**config.mk**
```make
export PLATFORM = sky130hd
export DESIGN_NAME = independent_watchdog
export DESIGN_NICKNAME = d
export VERILOG_FILES = /design/src/common/wdt_pkg.sv /design/src/independent_watchdog.sv
export SDC_FILE = /design/constraint.sdc
export NUM_CORES = 1
export LEC_CHECK = 0
export BUFFER_PORTS_ARGS = -buffer_cell sky130_fd_sc_hd__buf_2
export CORE_ASPECT_RATIO = 1.4
export CORE_MARGIN = 5
export CORE_UTILIZATION = 55
export CTS_CLUSTER_DIAMETER = 60
export DETAILED_ROUTE_END_ITERATION = 8
export PLACE_DENSITY_LB_ADDON = 0.12
export SYNTH_ARGS = -nofsm -noshare
export SYNTH_HDL_FRONTEND = slang
export SYNTH_SLANG_ARGS = --single-unit
```
**constraint.sdc**
```tcl
create_clock -name mclk -period 6.45 [get_ports mclk]
set_clock_uncertainty 0.05 [all_clocks]
set_input_delay 0 -clock mclk [delete_from_list [all_inputs] [get_ports mclk]]
set_output_delay 0 -clock mclk [all_outputs]
set_load 0.01 [all_outputs]
```
**src/common/wdt_pkg.sv**
```systemverilog
// Package: offsets, field layouts, reset values and tables for the independent watchdog
package wdt_pkg;
  localparam logic [3:0]  ADDR_REFRESH  = 4'h0;
  localparam logic [3:0]  ADDR_CONTROL  = 4'h1;
  localparam logic [3:0]  ADDR_RSTCTL   = 4'h2;
  localparam logic [3:0]  ADDR_STOPCTL  = 4'h3;
  localparam logic [3:0]  ADDR_STATUS   = 4'h4;
  localparam logic [3:0]  ADDR_IRQ_STAT = 4'h5;
  localparam logic [3:0]  ADDR_IRQ_MASK = 4'h6;
  localparam logic [7:0]  REFRESH_FIRST  = 8'h00;
  localparam logic [7:0]  REFRESH_SECOND = 8'hFF;
  localparam int CTL_CKS_LSB  = 0;
  localparam int CTL_TIMEOUT_PERIOD_SEL_LSB = 4;
  localparam int CTL_WINDOW_START_SEL_LSB = 6;
  localparam int CTL_WINDOW_END_SEL_LSB = 8;
  localparam logic [15:0] CONTROL_RESET = 16'h0000;
  localparam int IRQ_UNDERFLOW = 0;
  localparam int IRQ_REFRESH_ERR = 1;
  localparam int COUNT_WIDTH = 14;

  typedef struct packed {
    logic [3:0] clock_divide_sel;
    logic [1:0] timeout_period_sel;
    logic [1:0] window_start_sel;
    logic [1:0] window_end_sel;
    logic       reset_or_irq_sel;
    logic       lowpower_stop_en;
  } config_type;

  typedef struct packed {
    logic       auto_start;
    config_type option;
  } option_word_type;

  typedef enum logic [1:0] {ST_STOPPED, ST_ARMED, ST_COUNTING} state_type;

  // Divide code to log2 ratio: 0->1, 2->16, 3->32, 4->64, 15->128, 5->256
  function automatic logic [3:0] divide_shift(input logic [3:0] code);
    case (code)
      4'h2:    divide_shift = 4'h4;
      4'h3:    divide_shift = 4'h5;
      4'h4:    divide_shift = 4'h6;
      4'hF:    divide_shift = 4'h7;
      4'h5:    divide_shift = 4'h8;
      default: divide_shift = 4'h0;
    endcase
  endfunction

  // Timeout code to start count: 128, 512, 1024, 2048 cycles minus one
  function automatic logic [13:0] timeout_count(input logic [1:0] code);
    case (code)
      2'h0:    timeout_count = 14'h007F;
      2'h1:    timeout_count = 14'h01FF;
      2'h2:    timeout_count = 14'h03FF;
      default: timeout_count = 14'h07FF;
    endcase
  endfunction

  // Window position code to percent of period, as a count threshold
  function automatic logic [13:0] window_point(input logic [1:0] code, input logic [13:0] top);
    case (code)
      2'h0:    window_point = top - (top >> 2);
      2'h1:    window_point = top >> 1;
      2'h2:    window_point = top >> 2;
      default: window_point = top;
    endcase
  endfunction
endpackage

```
**src/independent_watchdog.sv**
```systemverilog
// Independent watchdog: prescaler, 14-bit down-counter, window check, event outputs
module independent_watchdog (
  input  wire logic                     mclk,
  input  wire logic                     reset,
  input  wire logic                     watchdog_dedicated_clock,
  input  wire wdt_pkg::option_word_type reset_option_word,
  input  wire logic                     low_power_entry,
  input  wire logic [3:0]               reg_addr,
  input  wire logic [15:0]              reg_wdata,
  input  wire logic                     reg_write,
  input  wire logic                     reg_read,
  output logic      [15:0]              reg_rdata,
  output logic                          wdt_reset_out,
  output logic                          wdt_nmi_request,
  output logic                          underflow_event,
  output logic                          refresh_error_event,
  output logic                          sleep_count_stop,
  output logic                          irq
);
  ////////////////////////////////////////////////////////////////////////////
  logic [15:0]              control_reg;
  logic                     reset_or_irq_sel;
  logic                     lowpower_stop_en;
  wdt_pkg::config_type      active_cfg;
  wdt_pkg::state_type       state;
  logic [13:0]              count;
  logic [7:0]               prescale;
  logic                     clk_d1;
  logic                     clk_d2;
  logic                     clk_d3;
  logic                     first_seen;
  logic [1:0]               irq_stat;
  logic [1:0]               irq_mask;
  logic                     auto_mode;
  logic                     started;
  logic                     src_edge;
  logic                     tick;
  logic                     refresh_ok;
  logic                     in_window;
  logic                     err_refresh;
  logic                     underflow;
  logic                     halted;
  logic [13:0]              top;
  logic [13:0]              win_hi;
  logic [13:0]              win_lo;
  logic [7:0]               div_mask;
  wdt_pkg::config_type      reg_cfg;

  assign auto_mode = reset_option_word.auto_start;
  assign reg_cfg   = '{clock_divide_sel:   control_reg[wdt_pkg::CTL_CKS_LSB +: 4],
                       timeout_period_sel: control_reg[wdt_pkg::CTL_TIMEOUT_PERIOD_SEL_LSB +: 2],
                       window_start_sel:   control_reg[wdt_pkg::CTL_WINDOW_START_SEL_LSB +: 2],
                       window_end_sel:     control_reg[wdt_pkg::CTL_WINDOW_END_SEL_LSB +: 2],
                       reset_or_irq_sel:   reset_or_irq_sel,
                       lowpower_stop_en:   lowpower_stop_en};

  ////////////////////////////////////////////////////////////////////////////
  // Dedicated clock sampled as a level; first stage read only by the second
  always_ff @(posedge mclk) begin
    if (reset) begin
      clk_d1 <= 1'b0;
      clk_d2 <= 1'b0;
      clk_d3 <= 1'b0;
    end else begin
      clk_d1 <= watchdog_dedicated_clock;
      clk_d2 <= clk_d1;
      clk_d3 <= clk_d2;
    end
  end
  assign src_edge = clk_d2 & ~clk_d3;

  assign halted   = active_cfg.lowpower_stop_en & low_power_entry;
  assign div_mask = 8'((9'h001 << wdt_pkg::divide_shift(active_cfg.clock_divide_sel)) - 9'h001);
  // Prescaler restarts with each reload so the first tick is a full period
  always_ff @(posedge mclk) begin
    if (reset || state != wdt_pkg::ST_COUNTING || refresh_ok) begin
      prescale <= 8'h00;
    end else if (src_edge && !halted) begin
      prescale <= (prescale == div_mask) ? 8'h00 : prescale + 8'h01;
    end
  end
  assign tick = src_edge && !halted && (prescale == div_mask) &&
                state == wdt_pkg::ST_COUNTING;

  ////////////////////////////////////////////////////////////////////////////
  // Window: permitted while count is between end and start positions
  assign top     = wdt_pkg::timeout_count(active_cfg.timeout_period_sel);
  assign win_hi  = wdt_pkg::window_point(active_cfg.window_start_sel, top);
  assign win_lo  = (active_cfg.window_end_sel == 2'h3) ? 14'h0000 :
                   wdt_pkg::window_point(2'(active_cfg.window_end_sel + 2'h1), top);
  assign in_window = (count <= win_hi) && (count >= win_lo);

  wire write_refresh = reg_write && reg_addr == wdt_pkg::ADDR_REFRESH;
  wire pair_done     = write_refresh && first_seen &&
                       reg_wdata[7:0] == wdt_pkg::REFRESH_SECOND;
  assign refresh_ok  = pair_done && (state != wdt_pkg::ST_COUNTING || in_window);
  assign err_refresh = pair_done && state == wdt_pkg::ST_COUNTING && !in_window;
  assign underflow   = tick && count == 14'h0000;

  always_ff @(posedge mclk) begin
    if (reset) begin
      first_seen <= 1'b0;
    end else if (write_refresh) begin
      first_seen <= reg_wdata[7:0] == wdt_pkg::REFRESH_FIRST;
    end
  end

  ////////////////////////////////////////////////////////////////////////////
  // Count state machine
  always_ff @(posedge mclk) begin
    if (reset) begin
      state      <= wdt_pkg::ST_ARMED;
      count      <= '0;
      active_cfg <= '0;
      started    <= 1'b0;
    end else begin
      unique case (state)
        wdt_pkg::ST_ARMED: begin
          // Option word is caught by a clocked process after release
          if (auto_mode) begin
            active_cfg <= reset_option_word.option;
            count      <= wdt_pkg::timeout_count(reset_option_word.option.timeout_period_sel);
            state      <= wdt_pkg::ST_COUNTING;
            started    <= 1'b1;
          end else begin
            state <= wdt_pkg::ST_STOPPED;
          end
        end
        wdt_pkg::ST_STOPPED: begin
          if (pair_done && !auto_mode) begin
            active_cfg <= reg_cfg;
            count      <= wdt_pkg::timeout_count(reg_cfg.timeout_period_sel);
            state      <= wdt_pkg::ST_COUNTING;
            started    <= 1'b1;
          end else if (auto_mode && started && !active_cfg.reset_or_irq_sel) begin
            count <= top;
            state <= wdt_pkg::ST_COUNTING;
          end
        end
        wdt_pkg::ST_COUNTING: begin
          if (underflow || err_refresh) begin
            state <= wdt_pkg::ST_STOPPED;
          end else if (refresh_ok) begin
            count <= top;
          end else if (tick) begin
            count <= count - 14'h0001;
          end
        end
        default: state <= wdt_pkg::ST_STOPPED;
      endcase
    end
  end

  ////////////////////////////////////////////////////////////////////////////
  // Fault outputs and event pulses
  wire fault = state == wdt_pkg::ST_COUNTING && (underflow || err_refresh);
  always_ff @(posedge mclk) begin
    if (reset) begin
      wdt_reset_out       <= 1'b0;
      wdt_nmi_request     <= 1'b0;
      underflow_event     <= 1'b0;
      refresh_error_event <= 1'b0;
      sleep_count_stop    <= 1'b0;
    end else begin
      wdt_reset_out       <= fault && active_cfg.reset_or_irq_sel;
      wdt_nmi_request     <= fault && !active_cfg.reset_or_irq_sel;
      underflow_event     <= state == wdt_pkg::ST_COUNTING && underflow;
      refresh_error_event <= err_refresh;
      sleep_count_stop    <= halted;
    end
  end

  ////////////////////////////////////////////////////////////////////////////
  // Register file; control writes only land before the first start
  always_ff @(posedge mclk) begin
    if (reset) begin
      control_reg      <= wdt_pkg::CONTROL_RESET;
      reset_or_irq_sel <= 1'b0;
      lowpower_stop_en <= 1'b0;
      irq_mask         <= 2'b00;
    end else if (reg_write) begin
      if (reg_addr == wdt_pkg::ADDR_CONTROL && !started) begin
        control_reg <= reg_wdata;
      end
      if (reg_addr == wdt_pkg::ADDR_RSTCTL && !started) begin
        reset_or_irq_sel <= reg_wdata[0];
      end
      if (reg_addr == wdt_pkg::ADDR_STOPCTL && !started) begin
        lowpower_stop_en <= reg_wdata[0];
      end
      if (reg_addr == wdt_pkg::ADDR_IRQ_MASK) begin
        irq_mask <= reg_wdata[1:0];
      end
    end
  end

  // Sticky status: a new event wins over the read that clears
  wire [1:0] events = {err_refresh, state == wdt_pkg::ST_COUNTING && underflow};
  always_ff @(posedge mclk) begin
    if (reset) begin
      irq_stat <= 2'b00;
    end else if (reg_read && reg_addr == wdt_pkg::ADDR_IRQ_STAT) begin
      irq_stat <= events;
    end else begin
      irq_stat <= irq_stat | events;
    end
  end
  assign irq = |(irq_stat & irq_mask);

  always_ff @(posedge mclk) begin
    if (reset) begin
      reg_rdata <= 16'h0000;
    end else if (reg_read) begin
      unique case (reg_addr)
        wdt_pkg::ADDR_CONTROL:  reg_rdata <= control_reg;
        wdt_pkg::ADDR_RSTCTL:   reg_rdata <= {15'h0000, reset_or_irq_sel};
        wdt_pkg::ADDR_STOPCTL:  reg_rdata <= {15'h0000, lowpower_stop_en};
        wdt_pkg::ADDR_STATUS:   reg_rdata <= {2'b00, count};
        wdt_pkg::ADDR_IRQ_STAT: reg_rdata <= {14'h0000, irq_stat};
        wdt_pkg::ADDR_IRQ_MASK: reg_rdata <= {14'h0000, irq_mask};
        default:                reg_rdata <= 16'h0000;
      endcase
    end else begin
      reg_rdata <= 16'h0000;
    end
  end

  ////////////////////////////////////////////////////////////////////////////
  chk_reset_stops: assert property (@(posedge mclk) reset |=> !wdt_reset_out && !wdt_nmi_request)
    else $error("outputs active after reset");
  chk_underflow_stop: assert property (@(posedge mclk) disable iff (reset)
    underflow_event |-> state == wdt_pkg::ST_STOPPED) else $error("count continued");
  chk_tick_decrement: assert property (@(posedge mclk) disable iff (reset)
    tick && count != 0 && !refresh_ok && !err_refresh |=> count == $past(count) - 14'h0001)
    else $error("no decrement");
  chk_fault_select: assert property (@(posedge mclk) disable iff (reset)
    (underflow_event || refresh_error_event) |-> (wdt_reset_out ^ wdt_nmi_request))
    else $error("fault output wrong");
  chk_window_error: assert property (@(posedge mclk) disable iff (reset)
    err_refresh |=> refresh_error_event && state == wdt_pkg::ST_STOPPED)
    else $error("window error missed");
  chk_halt_freeze: assert property (@(posedge mclk) disable iff (reset)
    state == wdt_pkg::ST_COUNTING && halted && !refresh_ok |=> $stable(count))
    else $error("counted in low power");
  chk_auto_start: assert property (@(posedge mclk) disable iff (reset)
    state == wdt_pkg::ST_ARMED && auto_mode |=> state == wdt_pkg::ST_COUNTING)
    else $error("no auto start");
  chk_reg_start: assert property (@(posedge mclk) disable iff (reset)
    state == wdt_pkg::ST_STOPPED && !auto_mode && !pair_done |=> state != wdt_pkg::ST_COUNTING)
    else $error("started without refresh");
  cov_underflow:  cover property (@(posedge mclk) underflow_event);
  cov_win_error:  cover property (@(posedge mclk) refresh_error_event);
  cov_refresh:    cover property (@(posedge mclk) refresh_ok && state == wdt_pkg::ST_COUNTING);
endmodule // independent_watchdog

```
==> metrics.log, run 1 <==
[metrics] total track usage: 24.4%
[metrics] Switching Power: 0.368 mW
[metrics] DR iter-0 viols: 304
[metrics] vias post-DR: around 4700
[metrics] Post-Syn Instances: 603
[metrics] slowest cell on the critical path: sky130_fd_sc_hd__a21oi_4
[metrics] wire length per cell: 16.5 um
[metrics] fin crit period: slightly below 4 ns
[metrics] post-synthesis cell area: 4920 sq um
[metrics] largest fanout on the critical path: 17
[metrics] dominant register cell in the synthesized netlist: sky130_fd_sc_hd__dfxtp_1
[metrics] RSZ-0062 raised after global routing: no
[metrics] f_max: 0.260 GHz
[metrics] Hold WC Path Type: input port to flip-flop
[metrics] wire length on met2: 6490 um
[metrics] final worst path period share: between 50% and 60%
[metrics] Fillers: roughly 770
[metrics] combinational group share of total power: 16.2%
[metrics] run status: finished clean
[metrics] Via density: a little under 6
[metrics] Max VDD drop: 0.000180 V
[metrics] Post-Place Cells: 741
[metrics] cell breakdown of the critical path: inv_1 -> ha_1 -> inv_1 -> nand3_1 -> ha_1 -> a21o_1 -> a21o_1 -> or3_1 -> o221ai_1 -> a31oi_2 -> a21oi_4 -> a21oi_1 -> a311oi_1
[metrics] router iterations before antenna repair: 5
[metrics] # rows: 40
[metrics] kind of end point of the critical path: flip-flop
[metrics] number of nets in the layout: between 700 and 800
[metrics] clock-pin slew of the registers on the worst-case setup and hold paths: 0.06 ns
[metrics] portion of total power attributed to sequential cells: between 40% and 50%
[metrics] #FFs+latches synth: 84
[metrics] Ys Warns: 0
[metrics] Slew @ Worst Pin: ~0.77 ns
[metrics] CP max stage delay: 0.53 ns
[metrics] data required time of the worst path: 6.64 ns
[metrics] sequential fraction of the synthesis area: 34.2%
[metrics] power density over the cells: 228 nW/um^2
[metrics] count of final setup violators: 0
[metrics] CTS H-Tree Depth: 3
[metrics] clock root buffer: sky130_fd_sc_hd__clkbuf_16
[metrics] share of cells above drive strength 1: 14.5%
[metrics] Clock Latency Late Sink: approximately 0.34 ns
[metrics] highest metal used: met4
[metrics] proportion of synthesized flip-flops having asynchronous set or reset: 0%
[metrics] sum of negative setup slack: 0 ns
[metrics] clk buf depth: 2
[metrics] number of antenna violations at the first check in global routing: 0
[metrics] TritonCTS clock tree: done
[metrics] Clock Power Share: about 41%
[metrics] register area: 1680 sq um
[metrics] area of the multi-input gates: 3050 sq um
[metrics] number of buffers created by CTS: 9
[metrics] internal power of the cells: roughly 1 mW
[metrics] post-cts repair resize count: 0
[metrics] count of endpoints failing hold in the final timing report: 0
[metrics] die width: 90.0 um
[metrics] switch share: between 20% and 30%
[metrics] largest net degree at the start of global routing: 64
[metrics] die outline area: 11000 sq um
[metrics] max-slew violation total from the final report: 0
[metrics] total routed wirelength: approximately 13000 um
[metrics] global-route wire length before repair: 21900 um
[metrics] EDFF count, synth: 0
[metrics] area after detailed placement: 5250 sq um
[metrics] arrival time of data at the critical path endpoint: 4.04 ns
[metrics] final estimated routing congestion in global placement: 0.908
[metrics] starting density of the core: 56.9%
[metrics] number of global-route vias before repair: ~4500
[metrics] count of distinct cell types in the synthesized netlist: 69
[metrics] Port-buffer cells: 60
[metrics] sort of element at the start of the critical path: flip-flop
[metrics] wire length the detailed router placed on met1: 5350 um
[metrics] final standard cell count with taps included and fillers excluded: just under 800
[metrics] Leak: between 2 and 2.5 nW
[metrics] routed wl met3: 631 um
[metrics] DR DRC count: 0
[metrics] Overflow after GRT: 0
[metrics] final antenna-violating net count: 0
[metrics] worst slew margin relative to its limit: 48.7%
[metrics] die height: 122 um
[metrics] count of inserted antenna diode cells: 0
[metrics] placed wire-length estimate after detailed placement: 9510 um
[metrics] signed area change from the synthesized netlist to the final layout: 19.4%
[metrics] Floorplan Core Area: 8660 sq um
[metrics] CTS sink count: 84
[metrics] cell area after layout: 5880 sq um
[metrics] number of max-capacitance violations reported: 0
[metrics] critical setup path kind: flip-flop to flip-flop
[metrics] average footprint of a synthesized cell: 8.16 sq um
[metrics] I/O pin total: 61
cell type report:
class / instances / area share, %
Clock buffer: 9 / 3.83
Multi-Input combinational cell: 474 / 51.9
Clock inverter: 7 / 1.68
Inverter: 14 / 0.894
Timing Repair Buffer: 95 / 10.9
Tap cell: 105 / 2.23
Sequential cell: 84 / 28.6
cell families after synthesis:
kind of cell | count (synthesis) | share of synthesized area [%]
fa+ha+maj | 37 | 9.40
xor+xnor | 17 | 3.02
flops | 84 | 34.2
compound gates | 153 | 21.7
other cells | 1 | 0.0762
simple gates | 254 | 25.9
buf+inv | 50 | 4.29
mux | 7 | 1.42
worst paths after layout:
path                       from              end  slack, ns  cells after the start
hold reg to reg   active_cfg[1]  wdt_nmi_request       0.40                      1
setup reg to reg  active_cfg[6]         count[6]       2.60                     13
hold / removal         reg_read      irq_stat[1]       0.02                      4
setup / recovery  active_cfg[6]         count[6]       2.60                     13
layout by cell type, fill, tap and decap left out, types with 6 or more instances in the layout:
cell,netlist,final
sky130_fd_sc_hd__nand4_1,7,7
sky130_fd_sc_hd__and3_1,6,6
sky130_fd_sc_hd__nor4_1,6,6
sky130_fd_sc_hd__nor3_1,8,8
sky130_fd_sc_hd__nand3_1,16,16
sky130_fd_sc_hd__xnor2_1,8,8
sky130_fd_sc_hd__a22oi_1,15,15
sky130_fd_sc_hd__clkbuf_16,0,9
sky130_fd_sc_hd__xor2_1,9,9
sky130_fd_sc_hd__buf_2,1,60
sky130_fd_sc_hd__dlygate4sd3_1,0,31
sky130_fd_sc_hd__inv_1,14,14
sky130_fd_sc_hd__nand2b_1,16,16
sky130_fd_sc_hd__nand2_1,80,80
sky130_fd_sc_hd__nor2b_1,7,7
sky130_fd_sc_hd__a21o_1,7,7
sky130_fd_sc_hd__dfxtp_1,84,84
sky130_fd_sc_hd__ha_1,37,37
sky130_fd_sc_hd__o21ai_0,24,24
sky130_fd_sc_hd__mux2i_1,7,7
sky130_fd_sc_hd__a311oi_1,19,19
sky130_fd_sc_hd__a21oi_1,49,49
sky130_fd_sc_hd__nor2_1,66,66
sky130_fd_sc_hd__conb_1,1,6
cells in the mapped netlist (3+ instances only):
cell type / number / area [sq um]
sky130_fd_sc_hd__xor2_1: 9 / 78.8
sky130_fd_sc_hd__nand2b_1: 16 / 100
sky130_fd_sc_hd__nand2_1: 80 / 300
sky130_fd_sc_hd__nand3b_1: 4 / 30.0
sky130_fd_sc_hd__o21ai_0: 24 / 120
sky130_fd_sc_hd__nor3b_1: 5 / 37.5
sky130_fd_sc_hd__buf_6: 3 / 33.8
sky130_fd_sc_hd__nand3_1: 16 / 80.1
sky130_fd_sc_hd__nor4_1: 6 / 37.5
sky130_fd_sc_hd__a22oi_1: 15 / 113
sky130_fd_sc_hd__o21bai_1: 4 / 30.0
sky130_fd_sc_hd__and4_1: 4 / 35.0
sky130_fd_sc_hd__a211oi_1: 3 / 22.5
sky130_fd_sc_hd__nand4_1: 7 / 43.8
sky130_fd_sc_hd__xnor2_1: 8 / 70.1
sky130_fd_sc_hd__and3_1: 6 / 37.5
sky130_fd_sc_hd__nand4b_1: 4 / 35.0
sky130_fd_sc_hd__or3_1: 5 / 31.3
sky130_fd_sc_hd__clkbuf_1: 30 / 113
sky130_fd_sc_hd__mux2i_1: 7 / 70.1
sky130_fd_sc_hd__a21o_1: 7 / 52.6
sky130_fd_sc_hd__a311oi_1: 19 / 166
sky130_fd_sc_hd__nor2b_1: 7 / 43.8
sky130_fd_sc_hd__inv_1: 14 / 52.6
sky130_fd_sc_hd__nor3_1: 8 / 40.0
sky130_fd_sc_hd__o221ai_1: 3 / 26.3
sky130_fd_sc_hd__dfxtp_1: 84 / 1680
sky130_fd_sc_hd__nor2_1: 66 / 248
sky130_fd_sc_hd__a21oi_1: 49 / 245
sky130_fd_sc_hd__ha_1: 37 / 463
sky130_fd_sc_hd__o22ai_1: 3 / 18.8
sky130_fd_sc_hd__a311oi_2: 3 / 45.0
timing repair:
item / 4_1_cts / 5_1_grt
buffers inserted: 0 / 0
hold endpoints to repair: 36 / 0
hold buffers: 31 / 0
metal layers:
metal	track usage, %	up-vias
met1	28.2	2171
met5	0	-
met4	11.5	0
li1	-	2319
met2	43.2	125
met3	4.94	35
critical path: cells and delay by family (launching register included):
kind	cells	cell delay (ns)
adder cells (fa/ha/maj)	2	0.64
buffers and inverters	2	0.28
AND/OR/NAND/NOR	2	0.45
AO/OA/AOI/OAI	7	1.96
flip-flops	1	0.38
per-stage QoR:
stage	hold slack (ns)	power, mW	utilization, %	setup WS [ns]
after detailed placement	0.189	0.782	60.6	2.63
after global placement	0.159	0.775	60.6	2.75
after floorplan	0.0782	0.725	-	3.22
after CTS	0.0158	1.35	67.9	2.62
final	0.0209	1.34	67.9	2.60
after global routing	0.0372	1.41	67.9	2.21
power groups by stage:
stage	Combinational [mW]	Clock, mW	Sequential, mW
2_1_floorplan	0.162	0	0.562
5_1_grt	0.247	0.589	0.574
4_1_cts	0.216	0.564	0.570
3_5_place_dp	0.201	0	0.581
3_3_place_gp	0.195	0	0.580
6_report	0.217	0.554	0.571
(Power assumes the default switching activity.)
==> run 2, diff against run 1 <==
--- a/config.mk
+++ b/config.mk
@@ -5,10 +5,11 @@
 export SDC_FILE = /design/constraint.sdc
 export NUM_CORES = 1
 export LEC_CHECK = 0
+export ABC_AREA = 1
 export BUFFER_PORTS_ARGS = -buffer_cell sky130_fd_sc_hd__buf_2
 export CORE_ASPECT_RATIO = 1.4
 export CORE_MARGIN = 5
-export CORE_UTILIZATION = 55
+export CORE_UTILIZATION = 53
 export CTS_CLUSTER_DIAMETER = 60
 export DETAILED_ROUTE_END_ITERATION = 8
 export PLACE_DENSITY_LB_ADDON = 0.12
==> constraint.sdc (replaced) <==
create_clock -name mclk -period 3.21 [get_ports mclk]
set_clock_uncertainty 0.05 [all_clocks]
set_input_delay 0 -clock mclk [delete_from_list [all_inputs] [get_ports mclk]]
set_output_delay 0 -clock mclk [all_outputs]
set_load 0.01 [all_outputs]
==> metrics.log, run 2 <==
[metrics] proportion of synthesized flip-flops having asynchronous set or reset: 0% (unchanged)
[metrics] sort of element at the start of the critical path: flip-flop
[metrics] number of global-route vias before repair: 5144 (+13%)
[metrics] Post-Syn Instances: 751 (+25%)
[metrics] # rows: 42 (+5.0%)
[metrics] average footprint of a synthesized cell: 6.82 sq um (-16%)
[metrics] EDFF count, synth: 0 (unchanged)
[metrics] dominant register cell in the synthesized netlist: sky130_fd_sc_hd__dfxtp_1
[metrics] number of nets in the layout: 937 (+24%)
[metrics] top cells by area in the synthesized netlist: sky130_fd_sc_hd__dfxtp_1, sky130_fd_sc_hd__nand2_1, sky130_fd_sc_hd__ha_1
[metrics] #FFs+latches synth: 84 (unchanged)
[metrics] clock root buffer: sky130_fd_sc_hd__clkbuf_16
[metrics] Placement Setup Slack: -0.0603 ns (-2.69 ns)
[metrics] number of antenna violations at the first check in global routing: 0 (unchanged)
[metrics] die outline area: 11800 sq um (+7.2%)
[metrics] CTS sink count: 84 (unchanged)
[metrics] Synth area leader: sky130_fd_sc_hd__dfxtp_1
[metrics] worst path setup slack after routing: 0.286 ns (-2.32 ns)
[metrics] Via density: 5.40 (-8.5%)
[metrics] count of final setup violators: 0 (unchanged)
[metrics] Floorplan Core Area: 9460 sq um (+9.2%)
[metrics] largest net degree at the start of global routing: 35 (-45%)
[metrics] power density over the cells: 437 nW/um^2 (+92%)
[metrics] Clock Latency Late Sink: 0.34 ns (about the same)
[metrics] Ys Warns: 0 (unchanged)
[metrics] CTS H-Tree Depth: 3 (unchanged)
[metrics] critical setup path kind: flip-flop to flip-flop
[metrics] sum of negative setup slack: 0 ns (unchanged)
[metrics] I/O pin total: 61 (unchanged)
[metrics] global-route wire length before repair: 23600 um (+7.8%)
[metrics] Synth top cells by count: sky130_fd_sc_hd__nand2_1, sky130_fd_sc_hd__inv_1, sky130_fd_sc_hd__nor2_1
[metrics] most common cell in the netlist: sky130_fd_sc_hd__nand2_1
[metrics] vias post-DR: 5264 (+13%)
[metrics] total routed wirelength: 14300 um (+9.8%)
[metrics] Port-buffer cells: 60 (unchanged)
[metrics] worst slew margin relative to its limit: 57.9% (+9.2 points)
[metrics] final estimated routing congestion in global placement: 1.02 (+12%)
[metrics] die height: 126 um (+3.6%)
[metrics] TritonCTS clock tree: done
[metrics] fin crit period: 2.92 ns (-0.922 ns)
[metrics] DR iter-0 viols: 315 (+3.6%)
[metrics] die width: 93.1 um (+3.5%)
[metrics] final antenna-violating net count: 0 (unchanged)
[metrics] Overflow after GRT: 0 (unchanged)
[metrics] total track usage: 25.2% (+0.72 points)
[metrics] final worst path period share: 91.1% (+31 points)
[metrics] router iterations before antenna repair: 5 (unchanged)
[metrics] share of cells above drive strength 1: 14.7% (+0.19 points)
[metrics] Hold WC Path Type: input port to flip-flop
[metrics] final worst hold slack: -0.00173 ns (-0.0227 ns)
[metrics] count of endpoints failing hold in the final timing report: 1 (+1)
[metrics] f_max: 0.342 GHz (+32%)
[metrics] clock-pin slew of the registers on the worst-case setup and hold paths: 0.06 ns (about the same)
[metrics] failing checks: hold timing
[metrics] post-synthesis cell area: 5120 sq um (+4.0%)
[metrics] Leak: 2.93 nW (+26%)
[metrics] data required time of the worst path: 3.40 ns (-3.24 ns)
[metrics] kind of end point of the critical path: flip-flop
[metrics] commonest cells after routing, fill and taps aside: sky130_fd_sc_hd__nand2_1, sky130_fd_sc_hd__inv_1, sky130_fd_sc_hd__nor2_1, sky130_fd_sc_hd__dfxtp_1, sky130_fd_sc_hd__a21oi_1
[metrics] max-slew violation total from the final report: 0 (unchanged)
[metrics] number of buffers created by CTS: 9 (unchanged)
[metrics] signed area change from the synthesized netlist to the final layout: 22.9%
[metrics] largest fanout on the critical path: 9 (-8)
[metrics] share of Yosys cell area claimed by the top area cell type: 32.8% (-1.3 points)
[metrics] DR DRC count: 0 (unchanged)
[metrics] placed wire-length estimate after detailed placement: 10500 um (+11%)
[metrics] count of inserted antenna diode cells: 0 (unchanged)
[metrics] arrival time of data at the critical path endpoint: 3.12 ns (-0.92 ns)
[metrics] Slew @ Worst Pin: 0.630 ns (-0.137 ns)
[metrics] count of distinct cell types in the synthesized netlist: 42 (-39%)
[metrics] commonest non-fill, non-tap cell in the layout: sky130_fd_sc_hd__nand2_1
[metrics] starting density of the core: 54.2% (-2.7 points)
[metrics] Max VDD drop: 0.000306 V (+70%)
[metrics] wire length per cell: 14.6 um (-11%)
[metrics] clk buf depth: 2 (unchanged)
[metrics] number of max-capacitance violations reported: 0 (unchanged)
[metrics] run status: finished, violations left
[metrics] sequential fraction of the synthesis area: 32.8% (-1.3 points)
[metrics] RSZ-0062 raised after global routing: no
==> run 2: cell count changes after synthesis, moves of 6 or more <==
| cell | before | now |
|---|---|---|
| sky130_fd_sc_hd__nand2_1 | 80 | 187 |
| sky130_fd_sc_hd__inv_1 | 14 | 88 |
| sky130_fd_sc_hd__nand3_1 | 16 | 45 |
| sky130_fd_sc_hd__nor2_1 | 66 | 87 |
| sky130_fd_sc_hd__clkbuf_1 | 30 | 10 |
| sky130_fd_sc_hd__a311oi_1 | 19 | 0 |
| sky130_fd_sc_hd__a21oi_1 | 49 | 65 |
| sky130_fd_sc_hd__nand2b_1 | 16 | 0 |
| sky130_fd_sc_hd__a22oi_1 | 15 | 1 |
| sky130_fd_sc_hd__o21ai_0 | 24 | 34 |
| sky130_fd_sc_hd__a21o_1 | 7 | 0 |
| sky130_fd_sc_hd__nor2b_1 | 7 | 0 |
| sky130_fd_sc_hd__and3_1 | 6 | 0 |
==> run 2: worst max-delay path, stage by stage, from the launching register on <==
cell	delay (ns)
sky130_fd_sc_hd__dfxtp_2	0.34
sky130_fd_sc_hd__inv_1	0.10
sky130_fd_sc_hd__ha_1	0.26
sky130_fd_sc_hd__inv_2	0.12
sky130_fd_sc_hd__nand2_1	0.08
sky130_fd_sc_hd__o21ai_0	0.07
sky130_fd_sc_hd__a211oi_1	0.22
sky130_fd_sc_hd__ha_1	0.30
sky130_fd_sc_hd__nand2_1	0.07
sky130_fd_sc_hd__nand2_1	0.05
sky130_fd_sc_hd__nand2_1	0.05
sky130_fd_sc_hd__nand2_1	0.04
sky130_fd_sc_hd__a21oi_1	0.13
sky130_fd_sc_hd__nand2_1	0.06
sky130_fd_sc_hd__nand2_1	0.07
sky130_fd_sc_hd__nand2_2	0.11
sky130_fd_sc_hd__o21bai_4	0.20
sky130_fd_sc_hd__buf_6	0.15
sky130_fd_sc_hd__nand2_1	0.07
sky130_fd_sc_hd__nand2_1	0.06
sky130_fd_sc_hd__nand2_1	0.05
sky130_fd_sc_hd__nor2_1	0.12
sky130_fd_sc_hd__nor2_1	0.05
==> run 2: layer usage <==
| layer | up-vias | share of wire, % | GRT usage [%] | wire length, um |
|---|---|---|---|---|
| li1 | 2656 | - | - | - |
| met1 | 2401 | 39 | 28.0 | 5610 |
| met2 | 164 | 51 | 45.0 | 7240 |
| met3 | 43 | 4.7 | 4.74 | 678 |
| met4 | 0 | 5.3 | 12.9 | 751 |
| met5 | - | 0 | 0 | 0 |
==> run 2: worst paths after layout <==
| check | cells past startpoint | startpoint | slack, ns | end |
|---|---|---|---|---|
| worst max-delay path | 22 | active_cfg[7] | 0.29 | count[8] |
| worst max register to register | 22 | active_cfg[7] | 0.29 | count[8] |
| worst min-delay path | 4 | reg_read | -0.002 | irq_stat[0] |
| worst min register to register | 2 | clk_d1 | 0.36 | clk_d2 |
==> run 2: where the power goes <==
group	switching, mW	internal, mW	total (mW)
Sequential	0.0632	1.08	1.14
Clock	0.418	0.599	1.02
Combinational	0.347	0.243	0.590
Total	0.828	1.92	2.75
==> run 2: final cells by class <==
type,count,area [sq um]
multi-input combinational,561,3060
sequential,84,1680
clock buffer,11,233
tap,110,138
timing repair buffer,112,774
clock inverter,4,51.3
inverter,93,349
fill,836,3170
==> run 2: timing repair <==
item,in CTS,in global routing
setup endpoints to repair,10,23
hold endpoints to repair,36,0
setup buffers,2,5
pin swaps,1,6
resized for setup,1,12
hold buffers,32,0
gates cloned,0,1
==> run 2: metrics by stage <==
step           instance area [sq um]  utilization (%)  hold slack (ns)  total power, mW  instances
6_report                        6290             66.5         -0.00173             2.75        975
2_1_floorplan                   5140                -           0.0404             1.54        756
3_5_place_dp                    5580             59.0            0.173             1.70        920
4_1_cts                         6210             65.6          0.00175             2.75        969
5_1_grt                         6290             66.5           0.0303             2.90        975
3_3_place_gp                    5580             59.0            0.167             1.68        920
==> run 2: kinds of logic (layout without fill, tap and decap cells) <==
logic type / count (synthesis) / after routing / synth area share (%)
compound gates: 121 / 121 / 13.1
xor+xnor: 14 / 14 / 2.39
fa+ha+maj: 37 / 37 / 9.04
buf+inv: 112 / 220 / 8.62
flops: 84 / 84 / 32.8
mux: 11 / 11 / 2.15
other cells: 1 / 6 / 0.0732
simple gates: 371 / 372 / 31.8
==> run 3, diff against run 2 <==
--- a/config.mk
+++ b/config.mk
@@ -8,11 +8,11 @@
 export ABC_AREA = 1
 export BUFFER_PORTS_ARGS = -buffer_cell sky130_fd_sc_hd__buf_2
 export CORE_ASPECT_RATIO = 1.4
-export CORE_MARGIN = 5
 export CORE_UTILIZATION = 53
 export CTS_CLUSTER_DIAMETER = 60
 export DETAILED_ROUTE_END_ITERATION = 8
 export PLACE_DENSITY_LB_ADDON = 0.12
+export REMOVE_ABC_BUFFERS = 1
 export SYNTH_ARGS = -nofsm -noshare
 export SYNTH_HDL_FRONTEND = slang
 export SYNTH_SLANG_ARGS = --single-unit
==> metrics.log, run 3 (synthesized netlist as in run 2, its figures left out) <==
[metrics] final worst path period share: 95.5% (+4.4 points)
[metrics] critical path launch point: active_cfg[6]
[metrics] count of endpoints failing hold in the final timing report: 0 (-1)
[metrics] Worst Reg-to-Reg Cells: 22 (unchanged)
[metrics] clock-pin slew of the registers on the worst-case setup and hold paths: 0.07 ns (about the same)
[metrics] largest net degree at the start of global routing: 35 (unchanged)
[metrics] sort of element at the start of the critical path: flip-flop
[metrics] power density over the cells: 445 nW/um^2 (+1.9%)
[metrics] die outline area: 10100 sq um (-14%)
[metrics] final worst hold slack: 0.0140 ns (+0.0157 ns)
[metrics] largest fanout on the critical path: 6 (-3)
[metrics] Overflow after GRT: 0 (unchanged)
[metrics] count of inserted antenna diode cells: 0 (unchanged)
[metrics] CP most frequent cell: sky130_fd_sc_hd__nand2_1
[metrics] worst slew margin relative to its limit: 52.1% (-5.8 points)
[metrics] clk buf depth: 2 (unchanged)
[metrics] Clock Latency Late Sink: 0.35 ns (about the same)
[metrics] die height: 118 um (-6.3%)
[metrics] die width: 85.1 um (-8.6%)
[metrics] clock root buffer: sky130_fd_sc_hd__clkbuf_16
[metrics] Leak: 2.92 nW (about the same)
[metrics] number of buffers created by CTS: 9 (unchanged)
[metrics] max-slew violation total from the final report: 0 (unchanged)
[metrics] Worst R2R Setup Slack: 0.14 ns (-0.14 ns)
[metrics] final standard cell count with taps included and fillers excluded: 974 (-0.10%)
[metrics] share of cells above drive strength 1: 14.6% (-0.099 points)
[metrics] Critical Path End: count[8]
[metrics] CTS sink count: 84 (unchanged)
[metrics] arrival time of data at the critical path endpoint: 3.26 ns (+0.14 ns)
[metrics] final total power: 2.82 mW (+2.4%)
[metrics] TritonCTS clock tree: done
[metrics] number of nets in the layout: 935 (-0.21%)
[metrics] f_max: 0.326 GHz (-4.6%)
[metrics] total track usage: 29.3% (+4.2 points)
[metrics] number of antenna violations at the first check in global routing: 0 (unchanged)
[metrics] DR DRC count: 0 (unchanged)
[metrics] Hold WC Path Type: input port to flip-flop
[metrics] Post-Place Cells: 916 (-0.43%)
[metrics] commonest cells after routing, fill and taps aside: sky130_fd_sc_hd__nand2_1, sky130_fd_sc_hd__inv_1, sky130_fd_sc_hd__nor2_1, sky130_fd_sc_hd__dfxtp_1, sky130_fd_sc_hd__a21oi_1
[metrics] Floorplan Core Area: 9410 sq um (-0.56%)
[metrics] global-route wire length before repair: 23400 um (-0.85%)
[metrics] wire length per cell: 14.5 um (-1.2%)
[metrics] kind of end point of the critical path: flip-flop
[metrics] endpoint of the worst-slack reg-to-reg timing path: count[8]
[metrics] slowest cell on the critical path: sky130_fd_sc_hd__dfxtp_4
[metrics] count of final setup violators: 0 (unchanged)
[metrics] final estimated routing congestion in global placement: 0.919 (-9.7%)
[metrics] Max VDD drop: 0.000362 V (+19%)
[metrics] run status: finished clean
[metrics] data required time of the worst path: 3.40 ns (about the same)
[metrics] final antenna-violating net count: 0 (unchanged)
[metrics] number of global-route vias before repair: 4997 (-2.9%)
[metrics] signed area change from the synthesized netlist to the final layout: 23.4%
[metrics] number of max-capacitance violations reported: 0 (unchanged)
[metrics] I/O pin total: 61 (unchanged)
[metrics] starting density of the core: 54.5% (+0.30 points)
[metrics] fin crit period: 3.07 ns (+0.142 ns)
[metrics] Port-buffer cells: 60 (unchanged)
[metrics] CP max stage delay: 0.36 ns (+0.02 ns)
[metrics] commonest non-fill, non-tap cell in the layout: sky130_fd_sc_hd__nand2_1
[metrics] placed wire-length estimate after detailed placement: 9890 um (-6.0%)
[metrics] cell breakdown of the critical path: inv_2 -> ha_1 -> inv_1 -> o21ai_0 -> a21oi_1 -> a221oi_1 -> ha_1 -> nand2_1 -> inv_1 -> nand2_1 -> nand2_1 -> a21oi_1 -> nand2_1 -> nand2_1 -> nand2_2 -> o21bai_4 -> buf_6 -> nand2_1 -> nand2_1 -> nand2_1 -> nor2_1 -> nor2_1
[metrics] critical setup path kind: flip-flop to flip-flop
[metrics] R2R Path Start: active_cfg[6]
[metrics] router iterations before antenna repair: 5 (unchanged)
[metrics] Via density: 5.44 (+0.81%)
[metrics] # rows: 42 (unchanged)
[metrics] CTS H-Tree Depth: 3 (unchanged)
[metrics] vias post-DR: 5301 (+0.70%)
[metrics] DR iter-0 viols: 376 (+19%)
[metrics] total routed wirelength: 14100 um (-1.3%)
[metrics] Slew @ Worst Pin: 0.718 ns (+0.0880 ns)
## run 3: cell types whose count changed in the layout (fill, tap and decap cells not counted), sizes merged
cell	before	now
buf	80	76
clkinv	4	3
inv	91	95
dlygate4sd3	32	35
clkbuf	11	9
nand3	50	49
## run 3: worst max-delay path: cells and delay by family, from the launching register on
kind                     cells  cell delay [ns]
AO/OA/AOI/OAI                5             0.84
buffers and inverters        4             0.32
adder cells (fa/ha/maj)      2             0.61
AND/OR/NAND/NOR             11             0.79
flip-flops                   1             0.36
## run 3: worst min-delay path by stage
stage	from	endpoint	cells past startpoint
floorplan	reset	state[0]	0
global placement	watchdog_dedicated_clock	clk_d1	3
detailed placement	watchdog_dedicated_clock	clk_d1	3
CTS	reg_addr[0]	irq_mask[0]	4
global route	reset	state[0]	1
finish	reg_addr[0]	irq_mask[0]	4
## run 3: per-layer routing
metal | vias up | track usage (%) | wire length, um
met4 | 0 | 13.0 | 423
met3 | 39 | 4.96 | 722
li1 | 2652 | - | -
met2 | 192 | 50.8 | 6950
met5 | - | 0 | 0
met1 | 2418 | 35.2 | 6000
## run 3: area by class of cell
class	instances	area, sq um
clock inverters	7	80.1
well taps	110	138
clock buffers	9	225
fillers	798	3080
multi-input cells	560	3050
repair buffers	111	787
inverters	93	349
flip-flops and latches	84	1690
## run 3: report_power, final
group | internal (mW) | switching [mW]
registers | 1.08 | 0.0667
clock network | 0.615 | 0.464
logic | 0.243 | 0.347
## run 3: repair_timing
item / CTS / global route
buffers inserted: 0 / 7
endpoints found under the setup margin: 11 / 23
pin swaps: 1 / 7
gates resized for setup: 1 / 17
hold endpoints to repair: 37 / 0
hold buffers: 35 / 0
## run 3: metrics by stage
step                setup slack [ns]  TNS, ns  area (sq um)  utilization (%)
floorplan                      0.377        0          5050                -
global placement               0.116        0          5550             59.0
detailed placement           -0.0576   -0.372          5550             59.0
CTS                           0.0239        0          6210             66.0
global route                 -0.0626   -0.385          6320             67.2
finish                         0.143        0          6320             67.2
